$ cat config.mk
export PLATFORM = sky130hd
export DESIGN_NAME = redriver_status_swing_regs
export DESIGN_NICKNAME = d
export VERILOG_FILES = /design/src/rss_pkg.sv /design/src/redriver_status_swing.sv
export VERILOG_INCLUDE_DIRS = /design/src
export SDC_FILE = /design/constraint.sdc
export NUM_CORES = 1
export LEC_CHECK = 0
export BUFFER_PORTS_ARGS = -buffer_cell sky130_fd_sc_hd__buf_2
export CAP_MARGIN = 20
export CORE_MARGIN = 4
export CORE_UTILIZATION = 57
export CTS_CLUSTER_SIZE = 10
export DETAILED_ROUTE_END_ITERATION = 16
export PLACE_DENSITY_LB_ADDON = 0.25
export SYNTH_ARGS = -nofsm -noshare
export SYNTH_HDL_FRONTEND = slang
export SYNTH_SLANG_ARGS = --single-unit
export TNS_END_PERCENT = 1
$ cat constraint.sdc
create_clock -name sys_clk -period 2.3 [get_ports sys_clk]
set_input_delay 0.46 -clock sys_clk [delete_from_list [all_inputs] [get_ports sys_clk]]
set_output_delay 0.46 -clock sys_clk [all_outputs]
set_load 0.02 [all_outputs]
$ cat src/rss_regs.svh
// Register offsets, field positions, reset values and timing counts
`ifndef RSS_REGS_SVH
`define RSS_REGS_SVH

// ****************************************************************
// Register offsets
// ****************************************************************
`define RSS_OFF_LINK_STATE_FLAGS 8'h24
`define RSS_OFF_TX_SWING_CONTROL 8'h32
`define RSS_OFF_ADAPTIVE_EQ_RESULT 8'h3B
`define RSS_OFF_AEQ_CONTROL 8'h40
`define RSS_OFF_FORCED_EQ 8'h41
`define RSS_OFF_IRQ_STATUS 8'h42
`define RSS_OFF_IRQ_CLEAR 8'h43
`define RSS_OFF_IRQ_ENABLE 8'h44

// ****************************************************************
// Reset values
// ****************************************************************
`define RSS_RST_LINK_STATE_FLAGS 8'h41
`define RSS_RST_TX_SWING_CONTROL 8'h40
`define RSS_RST_ADAPTIVE_EQ_RESULT 8'h00
`define RSS_RST_AEQ_CONTROL 8'h00
`define RSS_RST_FORCED_EQ 8'h00
`define RSS_RST_IRQ_ENABLE 8'h00

// ****************************************************************
// Field positions
// ****************************************************************
`define RSS_LS_CHANNEL_LENGTH 7
`define RSS_LS_ADAPT_COMPLETE 6
`define RSS_LS_HIT_WRAP 5
`define RSS_LS_COMPLIANCE 3
`define RSS_LS_LINK_ACTIVE 2
`define RSS_LS_LOW_POWER 1
`define RSS_LS_DISCONNECTED 0
`define RSS_SW_LFPS_LSB 6
`define RSS_SW_DISPLAY_LSB 4
`define RSS_SW_DOWNSTREAM_LSB 2
`define RSS_SW_UPSTREAM_LSB 0
`define RSS_RES_SETTLE_DONE 4
`define RSS_CTL_ENABLE 0
`define RSS_CTL_METHOD_LSB 1
`define RSS_CTL_FORCED_EN 3
`define RSS_CTL_FORCED_TRIG 4
`define RSS_CTL_OVERRIDE 5
`define RSS_CTL_LIMITED 6
`define RSS_CTL_MASK 8'h7F

// Interrupt bit layout
`define RSS_IRQ_LINK_ACTIVE 0
`define RSS_IRQ_LOW_POWER 1
`define RSS_IRQ_DISCONNECT 2
`define RSS_IRQ_ADAPT_DONE 3
`define RSS_IRQ_HIT_WRAP 4
`define RSS_IRQ_SETTLE_DONE 5
`define RSS_IRQ_MASK 8'h3F

// ****************************************************************
// Timing
// ****************************************************************
`define RSS_CLK_PERIOD_NS 10
`define RSS_SETTLE_TIME_NS 1000
`define RSS_SETTLE_CYCLES \
    ((`RSS_SETTLE_TIME_NS + `RSS_CLK_PERIOD_NS - 1) / `RSS_CLK_PERIOD_NS)

`endif

$ cat src/rss_pkg.sv
// Types shared by the redriver status and swing register slice
package rss_pkg;

    // ************************************************************
    // Adaptation sequencer states
    // ************************************************************
    typedef enum logic [3:0] {
        ST_IDLE = 4'b0001,
        ST_SETTLE = 4'b0010,
        ST_MEASURE = 4'b0100,
        ST_FINISH = 4'b1000
    } adapt_state_type;

    // Linearity levels driven to the analog transmitters
    typedef enum logic [1:0] {
        SWING_LEVEL_BOTTOM = 2'h0,
        SWING_LEVEL_LOWER = 2'h1,
        SWING_LEVEL_UPPER = 2'h2,
        SWING_LEVEL_TOP = 2'h3
    } swing_level_type;

    typedef struct packed {
        adapt_state_type state;
        logic [15:0] settle_cnt;
        logic [12:0] hit_cnt;
        logic channel_length_eq_flag;
        logic adaptation_complete_flag;
        logic hit_counter_wrap_flag;
        logic link_active_state_flag;
        logic low_power_state_flag;
        logic disconnected_flag;
        logic settle_done;
        logic [3:0] chosen_eq_code;
        logic [7:0] tx_swing_control;
        logic [7:0] aeq_control;
        logic [3:0] forced_eq_code;
        logic [7:0] irq_status;
        logic [7:0] irq_enable;
        logic [7:0] rd_data;
    } state_type;

endpackage

$ cat src/redriver_status_swing.sv
// Link status, transmitter swing and adaptive equalizer result registers
`include "rss_regs.svh"

module redriver_status_swing_regs #(
    parameter int SETTLE_CYCLES = `RSS_SETTLE_CYCLES
) (
    input wire logic sys_clk,
    input wire logic rst_n,
    input wire logic [7:0] addr,
    input wire logic [7:0] wr_data,
    input wire logic wr_en,
    input wire logic rd_en,
    output logic [7:0] rd_data,
    input wire logic enter_link_active,
    input wire logic enter_low_power,
    input wire logic enter_disconnect,
    input wire logic compliance_mode,
    input wire logic eq_hit,
    input wire logic sweep_done,
    input wire logic sweep_long_channel,
    input wire logic [3:0] sweep_best_code,
    input wire logic [3:0] port1_rx_eq_select,
    input wire logic [3:0] long_channel_eq_code,
    output logic [3:0] applied_eq_code,
    output logic adaptation_busy,
    output logic [1:0] lfps_downstream_swing,
    output logic [1:0] display_path_swing,
    output logic [1:0] downstream_tx_swing,
    output logic [1:0] upstream_tx_swing,
    output logic [1:0] upstream_limited_swing,
    output logic upstream_limited_mode_enable,
    output logic irq
);

    // ************************************************************
    // Elaboration checks
    // ************************************************************
    initial begin
        if (SETTLE_CYCLES < 1 || SETTLE_CYCLES > 65535) begin
            $error("SETTLE_CYCLES must lie in 1..65535");
        end
    end

    // ************************************************************
    // Helpers
    // ************************************************************
    // Code 0 drives the top level, code 3 the bottom one
    function automatic rss_pkg::swing_level_type swing_level(
        input logic [1:0] code
    );
        swing_level = rss_pkg::swing_level_type'(2'h3 - code);
    endfunction

    function automatic logic [7:0] link_flags(input rss_pkg::state_type s);
        logic [7:0] v;
        v = 8'h00;
        // Channel length is masked off when adaptation is disabled
        v[`RSS_LS_CHANNEL_LENGTH] = s.channel_length_eq_flag &
            s.aeq_control[`RSS_CTL_ENABLE];
        v[`RSS_LS_ADAPT_COMPLETE] = s.adaptation_complete_flag;
        v[`RSS_LS_HIT_WRAP] = s.hit_counter_wrap_flag;
        v[`RSS_LS_COMPLIANCE] = compliance_mode;
        v[`RSS_LS_LINK_ACTIVE] = s.link_active_state_flag;
        v[`RSS_LS_LOW_POWER] = s.low_power_state_flag;
        v[`RSS_LS_DISCONNECTED] = s.disconnected_flag;
        return v;
    endfunction

    rss_pkg::state_type cur_q;
    rss_pkg::state_type nxt_d;

    logic adapt_en;
    logic two_setting;
    logic start_auto;
    logic start_forced;
    logic settle_expire;
    logic [7:0] irq_events;

    always_comb begin
        adapt_en = cur_q.aeq_control[`RSS_CTL_ENABLE];
        // Method codes with bit 0 clear select the two-setting scheme
        two_setting = ~cur_q.aeq_control[`RSS_CTL_METHOD_LSB];
        start_auto = adapt_en & enter_link_active;
        start_forced = cur_q.aeq_control[`RSS_CTL_FORCED_EN] &
            cur_q.aeq_control[`RSS_CTL_FORCED_TRIG];
        settle_expire = (cur_q.state == rss_pkg::ST_SETTLE) &&
            (cur_q.settle_cnt == 16'(SETTLE_CYCLES - 1));
    end

    // ************************************************************
    // Next state
    // ************************************************************
    always_comb begin
        nxt_d = cur_q;
        irq_events = 8'h00;

        // Link state tracking: entering one state replaces the others
        if (enter_disconnect) begin
            nxt_d.disconnected_flag = 1'b1;
            nxt_d.link_active_state_flag = 1'b0;
            nxt_d.low_power_state_flag = 1'b0;
            irq_events[`RSS_IRQ_DISCONNECT] = 1'b1;
        end else if (enter_low_power) begin
            nxt_d.low_power_state_flag = 1'b1;
            nxt_d.link_active_state_flag = 1'b0;
            nxt_d.disconnected_flag = 1'b0;
            irq_events[`RSS_IRQ_LOW_POWER] = 1'b1;
        end else if (enter_link_active) begin
            nxt_d.link_active_state_flag = 1'b1;
            nxt_d.low_power_state_flag = 1'b0;
            nxt_d.disconnected_flag = 1'b0;
            irq_events[`RSS_IRQ_LINK_ACTIVE] = 1'b1;
        end

        // Adaptation sequencer
        case (cur_q.state)
            rss_pkg::ST_IDLE: begin
                if (start_auto || start_forced) begin
                    nxt_d.state = rss_pkg::ST_SETTLE;
                    nxt_d.settle_cnt = 16'h0000;
                    nxt_d.settle_done = 1'b0;
                    nxt_d.hit_cnt = 13'h0000;
                    nxt_d.hit_counter_wrap_flag = 1'b0;
                    nxt_d.adaptation_complete_flag = 1'b0;
                end
            end
            rss_pkg::ST_SETTLE: begin
                if (settle_expire) begin
                    nxt_d.settle_done = 1'b1;
                    nxt_d.state = rss_pkg::ST_MEASURE;
                    irq_events[`RSS_IRQ_SETTLE_DONE] = 1'b1;
                end else begin
                    nxt_d.settle_cnt = cur_q.settle_cnt + 16'h0001;
                end
            end
            rss_pkg::ST_MEASURE: begin
                if (eq_hit) begin
                    nxt_d.hit_cnt = cur_q.hit_cnt + 13'h0001;
                    if (cur_q.hit_cnt == 13'h1FFF) begin
                        nxt_d.hit_counter_wrap_flag = 1'b1;
                        irq_events[`RSS_IRQ_HIT_WRAP] = 1'b1;
                    end
                end
                if (sweep_done) begin
                    nxt_d.state = rss_pkg::ST_FINISH;
                    if (two_setting) begin
                        nxt_d.channel_length_eq_flag =
                            sweep_long_channel;
                        nxt_d.chosen_eq_code = sweep_long_channel ?
                            long_channel_eq_code :
                            port1_rx_eq_select;
                    end else begin
                        nxt_d.channel_length_eq_flag = 1'b0;
                        nxt_d.chosen_eq_code = sweep_best_code;
                    end
                end
            end
            rss_pkg::ST_FINISH: begin
                nxt_d.state = rss_pkg::ST_IDLE;
                nxt_d.adaptation_complete_flag = 1'b1;
                // Hardware drops the force trigger once done
                nxt_d.aeq_control[`RSS_CTL_FORCED_TRIG] = 1'b0;
                irq_events[`RSS_IRQ_ADAPT_DONE] = 1'b1;
            end
            default: begin
                nxt_d.state = rss_pkg::ST_IDLE;
            end
        endcase

        // Disabling adaptation zeroes the length result
        if (!adapt_en) begin
            nxt_d.channel_length_eq_flag = 1'b0;
        end

        // Software override is mirrored into the chosen code
        if (cur_q.aeq_control[`RSS_CTL_OVERRIDE]) begin
            nxt_d.chosen_eq_code = cur_q.forced_eq_code;
        end

        // Register writes; status fields take none
        if (wr_en) begin
            if (addr == `RSS_OFF_TX_SWING_CONTROL) begin
                nxt_d.tx_swing_control = wr_data;
            end else if (addr == `RSS_OFF_AEQ_CONTROL) begin
                // Trigger set by software is kept; clear comes from hardware
                nxt_d.aeq_control = (wr_data & `RSS_CTL_MASK) |
                    (nxt_d.aeq_control &
                    (8'h01 << `RSS_CTL_FORCED_TRIG) &
                    {8{cur_q.state != rss_pkg::ST_FINISH}});
            end else if (addr == `RSS_OFF_FORCED_EQ) begin
                nxt_d.forced_eq_code = wr_data[3:0];
            end else if (addr == `RSS_OFF_IRQ_ENABLE) begin
                nxt_d.irq_enable = wr_data & `RSS_IRQ_MASK;
            end else if (addr == `RSS_OFF_IRQ_CLEAR) begin
                nxt_d.irq_status = cur_q.irq_status & ~wr_data;
            end
        end

        // A new event outranks a clear in the same cycle
        nxt_d.irq_status = nxt_d.irq_status | irq_events;

        // Read data is valid the cycle after the strobe only
        nxt_d.rd_data = 8'h00;
        if (rd_en) begin
            if (addr == `RSS_OFF_LINK_STATE_FLAGS) begin
                nxt_d.rd_data = link_flags(cur_q);
            end else if (addr == `RSS_OFF_TX_SWING_CONTROL) begin
                nxt_d.rd_data = cur_q.tx_swing_control;
            end else if (addr == `RSS_OFF_ADAPTIVE_EQ_RESULT) begin
                nxt_d.rd_data = {3'h0, cur_q.settle_done,
                    cur_q.chosen_eq_code};
            end else if (addr == `RSS_OFF_AEQ_CONTROL) begin
                nxt_d.rd_data = cur_q.aeq_control;
            end else if (addr == `RSS_OFF_FORCED_EQ) begin
                nxt_d.rd_data = {4'h0, cur_q.forced_eq_code};
            end else if (addr == `RSS_OFF_IRQ_STATUS) begin
                nxt_d.rd_data = cur_q.irq_status;
            end else if (addr == `RSS_OFF_IRQ_ENABLE) begin
                nxt_d.rd_data = cur_q.irq_enable;
            end else begin
                nxt_d.rd_data = 8'h00;
            end
        end
    end

    // ************************************************************
    // State register
    // ************************************************************
    always_ff @(posedge sys_clk or negedge rst_n) begin
        if (!rst_n) begin
            cur_q.state <= rss_pkg::ST_IDLE;
            cur_q.settle_cnt <= 16'h0000;
            cur_q.hit_cnt <= 13'h0000;
            cur_q.channel_length_eq_flag <= 1'b0;
            cur_q.adaptation_complete_flag <= 1'b1;
            cur_q.hit_counter_wrap_flag <= 1'b0;
            cur_q.link_active_state_flag <= 1'b0;
            cur_q.low_power_state_flag <= 1'b0;
            cur_q.disconnected_flag <= 1'b1;
            cur_q.settle_done <= 1'b0;
            cur_q.chosen_eq_code <= 4'h0;
            cur_q.tx_swing_control <= `RSS_RST_TX_SWING_CONTROL;
            cur_q.aeq_control <= `RSS_RST_AEQ_CONTROL;
            cur_q.forced_eq_code <= 4'h0;
            cur_q.irq_status <= 8'h00;
            cur_q.irq_enable <= `RSS_RST_IRQ_ENABLE;
            cur_q.rd_data <= 8'h00;
        end else begin
            cur_q <= nxt_d;
        end
    end

    // ************************************************************
    // Outputs
    // ************************************************************
    always_comb begin
        rd_data = cur_q.rd_data;
        applied_eq_code = cur_q.chosen_eq_code;
        adaptation_busy = ~cur_q.adaptation_complete_flag;
        lfps_downstream_swing = swing_level(
            cur_q.tx_swing_control[`RSS_SW_LFPS_LSB +: 2]);
        display_path_swing = swing_level(
            cur_q.tx_swing_control[`RSS_SW_DISPLAY_LSB +: 2]);
        downstream_tx_swing = swing_level(
            cur_q.tx_swing_control[`RSS_SW_DOWNSTREAM_LSB +: 2]);
        upstream_limited_mode_enable =
            cur_q.aeq_control[`RSS_CTL_LIMITED];
        // The same field feeds whichever upstream driver is in use
        upstream_tx_swing = upstream_limited_mode_enable ? 2'h0 :
            swing_level(cur_q.tx_swing_control[1:0]);
        upstream_limited_swing = upstream_limited_mode_enable ?
            swing_level(cur_q.tx_swing_control[1:0]) : 2'h0;
        irq = |(cur_q.irq_status & cur_q.irq_enable);
    end

endmodule

Word-level counts from Yosys, hierarchy flattened
Index checks and enable logic that the tools add are counted.

cells by class
  reductions and logical operators = 21
  $add $sub $neg = 6
  shifts and indexed selects = 0
  $mul = 0
  div/mod/pow operators = 0
  bitwise logic cells = 13
  multiplexer cells = 59
  equality and inequality tests = 23
  $lt $le $gt $ge = 0

operators by type and width
  cell                     number
  $mux W8                  9
  $mux W25                 2
  $eq A8 B7 Y1 const B     5
  $mux W33                 1
  $mux W16                 2
  $mux W4                  8
  $pmux W16 S2             1
  $pmux W13 S2             1
  $eq A8 B6 Y1 const B     3
  $mux W20                 1
  $mux W1                  19
  $add A16 B1 Y16 const B  1
  $eq A16 B7 Y1 const B    1
  $reduce_and A3 Y1        5
  $ne A2 B2 Y1 const B     7
  $add A13 B1 Y13 const B  1
  $eq A13 B13 Y1 const B   1
  $mux W13                 1
  $mux W6                  2
  $pmux W4 S3              1
  $reduce_bool A2 Y1       5
  $mux W3                  3
  $and A5 B8 Y8            1
  $and A8 B6 Y8            1
  other kinds (23)         40

storage, ports and cells
  logic and storage cells = 140
  memories kept = 0
  bits in registers = 86
  ROM bits = 0
  bits in latches = 0
  RAM bits = 0

Logic depth before layout (Yosys ltp)
  depth after elaboration = 9
  mapped depth = 7

Worst setup path after synthesis
No wires, ideal clock.

  kind = in2reg
  start = in addr[3]
  end = reg cur_q[36] (netlist bit)
  stages on the path = 5
  arrival = 1.692 ns
  path buffers = 1
  slack = 0.483 ns
  required time = 2.175 ns
  cells stage by stage = buf_2 -> or2_2 -> nor2_1 -> nand3_2 -> mux2_2

on the way
  cells in the longest elaborated chain, start to end = 2

ends and longest elaborated chain
  element                             RTL line                      RTL
  start: declaration                  redriver_status_swing.sv:9    input wire logic [7:0] addr,
  $eq A8 B6 Y1 (no source line)       --
  $reduce_and A2 Y1 (no source line)  --
  end signal: assignment              redriver_status_swing.sv:249  cur_q <= nxt_d;
  end: declaration                    redriver_status_swing.sv:69   rss_pkg::state_type cur_q;

Every way passes these cells.
A chain may end at the register's enable or synchronous reset.

Worst setup path after layout
  start = reg cur_q[85] (netlist bit)
  end = reg cur_q[66] (netlist bit)

on the way
  cells in the longest elaborated chain, start to end = 3

ends and longest elaborated chain
  element                                                              RTL line                      RTL
  $eq A4 B3 Y1 or $eq A4 B1 Y1 (tied branches)                         redriver_status_swing.sv:116  case (cur_q.state)
  $ne A2 B2 Y1 (no source line) or $reduce_bool A2 Y1 (tied branches)  --
  $reduce_and A3 Y1 (no source line)                                   --

Parallel ways exist; a longest one is shown, timed or not.

==> qor.txt <==
status -> finished, final reports clean
FF-to-FF setup slack -> 0.39 ns
first-pass GRT wire length -> 17300 µm
Mapped Avg Cell Area -> 10.1 µm²
fin crit share -> 83.2%
yosys warns -> 0
sequential area share after synthesis -> 47.7%
vias in the first global route -> 3375
most frequent cells in the layout -> dfrtp_1 (81), buf_2 (62), nand2_1 (42), nor2_1 (40), o21ai_0 (26)
power per cell area -> 682 nW/µm²
largest net degree at the start of global routing -> 49
htree depth -> 3
Die W -> 96.6 µm
worst-skew pair later-pin latency -> 0.36 ns
number of synthesized flops with an enable pin -> 0
worst slew pin tran -> 0.785 ns
Cells after Synth -> 441
Critical Path Start Type -> flip-flop
Final setup viols -> 0
count of nets after finishing -> 540
Compound-Gate Fraction of Synth Area -> 14.0%
Slew HR -> 46.9%
crit-path max cell delay -> 0.57 ns
setup TNS -> 0 ns
slowest CP cell -> nor4b_4
crit path max fanout -> 8
crit path time final -> 1.91 ns
fmax -> 0.523 GHz
fraction of layout cells with a size suffix above 1 -> 27.0%
worst setup path category -> reg -> reg
Antenna Cells -> 0
synthesized net count -> 482
Clk pin slew, worst setup/hold paths -> 0.09 ns
Hold Path Class -> in -> async
input/output buffers -> 63
final WL -> 10700 µm
synthesis-to-layout area growth -> 12.7%
vias per inst -> 5.83
Crit. End Element -> flip-flop
placed instance count -> 590
Vias -> 3535
Max Cap Viol -> 0
RSZ-0062 raised after global routing -> false
Total Routing Usage GR -> 24.4%
critical path data required time -> 2.55 ns
die height -> 96.6 µm
grt ovf -> 0
Cell variety after synth -> 64
FILL cells -> 645
Reg area -> 2130 µm²
flop and latch count out of synthesis -> 85
worst-path cell chain -> nor4b_4 -> nand4_2 -> nor3_1 -> xnor2_1 -> nor2_1
CP arrival -> 2.16 ns
DR iter-0 viols -> 274
most common cell after layout, fill and taps aside -> dfrtp_1
final count of pins violating max slew -> 0
setup bufs post-CTS -> 0
die area -> 9320 µm²
Post-Synth XOR/XNOR Area -> 4.12%
antenna violations before repair -> 0
post-route insts no fill -> 606
clock sink count -> 85
GPL Wtd Cong -> 0.936
Clock Skew -> 0.0118 ns
post-route DRC violation count -> 0
synth top area cells -> dfrtp_1 (45%), mux2_2 (5.5%), nand2_1 (3.5%)
prevailing post-synth register cell -> dfrtp_1
area occupied by multi-input gates -> 2100 µm²
Pre-antenna DRT Iters -> 5
Hold Fails Final Rpt -> 0
core footprint -> 7690 µm²
Post-Synth Adder-Cell Area -> 0.560%
maximum root-to-sink buffer count -> 2
CTS Root Cell -> clkbuf_8
simple-gate share of the synthesized area -> 20.5%
hold_buf cts -> 0
Resize count post-CTS -> 0
Initial Util -> 58.1%
Async S/R FF share, synth -> 100%
TritonCTS Buffers -> 9
largest area contributor in the synthesized netlist -> dfrtp_1
leakage power -> 2.41 nW
WL/cell -> 17.6 µm
worst vdd ir -> 0.000338 V
mux contribution to synthesized area -> 7.78%
CTS tree -> done
I/O pins -> 64
Routed Antenna Nets -> 0
largest family of logic cells by synthesized area -> simple AND/OR/NAND/NOR gates
share of the synthesized area in the top cell type -> 45.4%
Post-Syn Area -> 4470 µm²
path depth of the worst reg2reg path -> 5
std cell rows -> 32
Post-DP HPWL -> 8190 µm
==> power breakdown <==
part	switching, mW	internal [mW]	leakage [nW]	total [mW]
logic	0.323	0.242	1.20	0.565
clock network	0.573	0.414	0.0898	0.987
registers	0.208	1.68	1.13	1.88
==> critical path: cells and delay by family, from the launching register on <==
| kind | cells | cell delay, ns |
|---|---|---|
| and+or+nand+nor | 4 | 1.17 |
| DFF | 1 | 0.48 |
| xor gates and xnor gates | 1 | 0.15 |
==> area by class of cell <==
| cell class | instances | share of cell area [%] |
|---|---|---|
| repair buffers | 73 | 8.05 |
| inverters | 23 | 1.71 |
| multi-input cells | 307 | 41.7 |
| clock buffers | 10 | 2.53 |
| clock inverters | 6 | 1.07 |
| well taps | 102 | 2.53 |
| flip-flops and latches | 85 | 42.3 |
==> state kept, by name, summed over array words and instances (netlist names) <==
signal                        flops
adapt_en                          1
rd_data                           8
applied_eq_code                   4
cur_q                            71
upstream_limited_mode_enable      1
==> path summary, 6_finish.rpt <==
kind / end / start
min: cur_q[54]$_DFFE_PN0P_ / rst_n
min reg2reg: cur_q[52]$_DFFE_PN0P_ / cur_q[52]$_DFFE_PN0P_
max reg2reg: cur_q[66]$_DFFE_PN0P_ / cur_q[85]$_DFFE_PN0P_
max in group asynchronous: cur_q[53]$_DFFE_PN1P_ / rst_n
min in group sys_clk: cur_q[23]$_DFFE_PN0P_ / wr_data[7]
max: cur_q[66]$_DFFE_PN0P_ / cur_q[85]$_DFFE_PN0P_
==> routing by layer <==
layer / global-route usage (%) / wire (µm)
met1: 36.0 / 4940
met2: 35.6 / 4780
met3: 5.34 / 795
met4: 8.41 / 157
met5: 0 / 0
==> cell families after synthesis <==
logic type | count (synthesis)
and+or+nand+nor | 160
AOI/OAI and AO/OA | 92
DFF | 85
buffers and inverters | 49
muxes | 32
xor gates and xnor gates | 21
adders and majority gates | 2
==> Yosys cell counts, types with 4 or more instances <==
cell,count
xnor2_1,9
buf_4,13
buf_2,6
o211ai_1,4
o21ai_0,26
dfrtp_1,81
nor3_1,5
dfstp_2,4
mux2i_1,10
a21oi_1,11
nand3_1,12
nand4_1,8
o22ai_1,5
a31oi_1,4
mux2_2,22
nor3b_1,6
nor2b_1,7
clkbuf_1,7
a22oi_1,8
a21o_1,7
xor2_1,12
nor4_1,4
a22o_1,4
inv_1,23
nor2_1,40
nand2_1,42
nor4b_4,4
==> per-stage QoR <==
stage               power (mW)  setup slack [ns]  area, µm²  utilization, %  hold WS (ns)
floorplan                 2.26             0.483       4470               -         0.164
global placement          2.45             0.323       4850            63.1         0.474
finish                    3.43             0.387       5030            65.5         0.105
CTS                       3.46             0.397       5030            65.5         0.123
detailed placement        2.47             0.288       4850            63.1         0.487
global route              3.63             0.178       5030            65.5         0.141
Power figures use the tool's default switching activity.
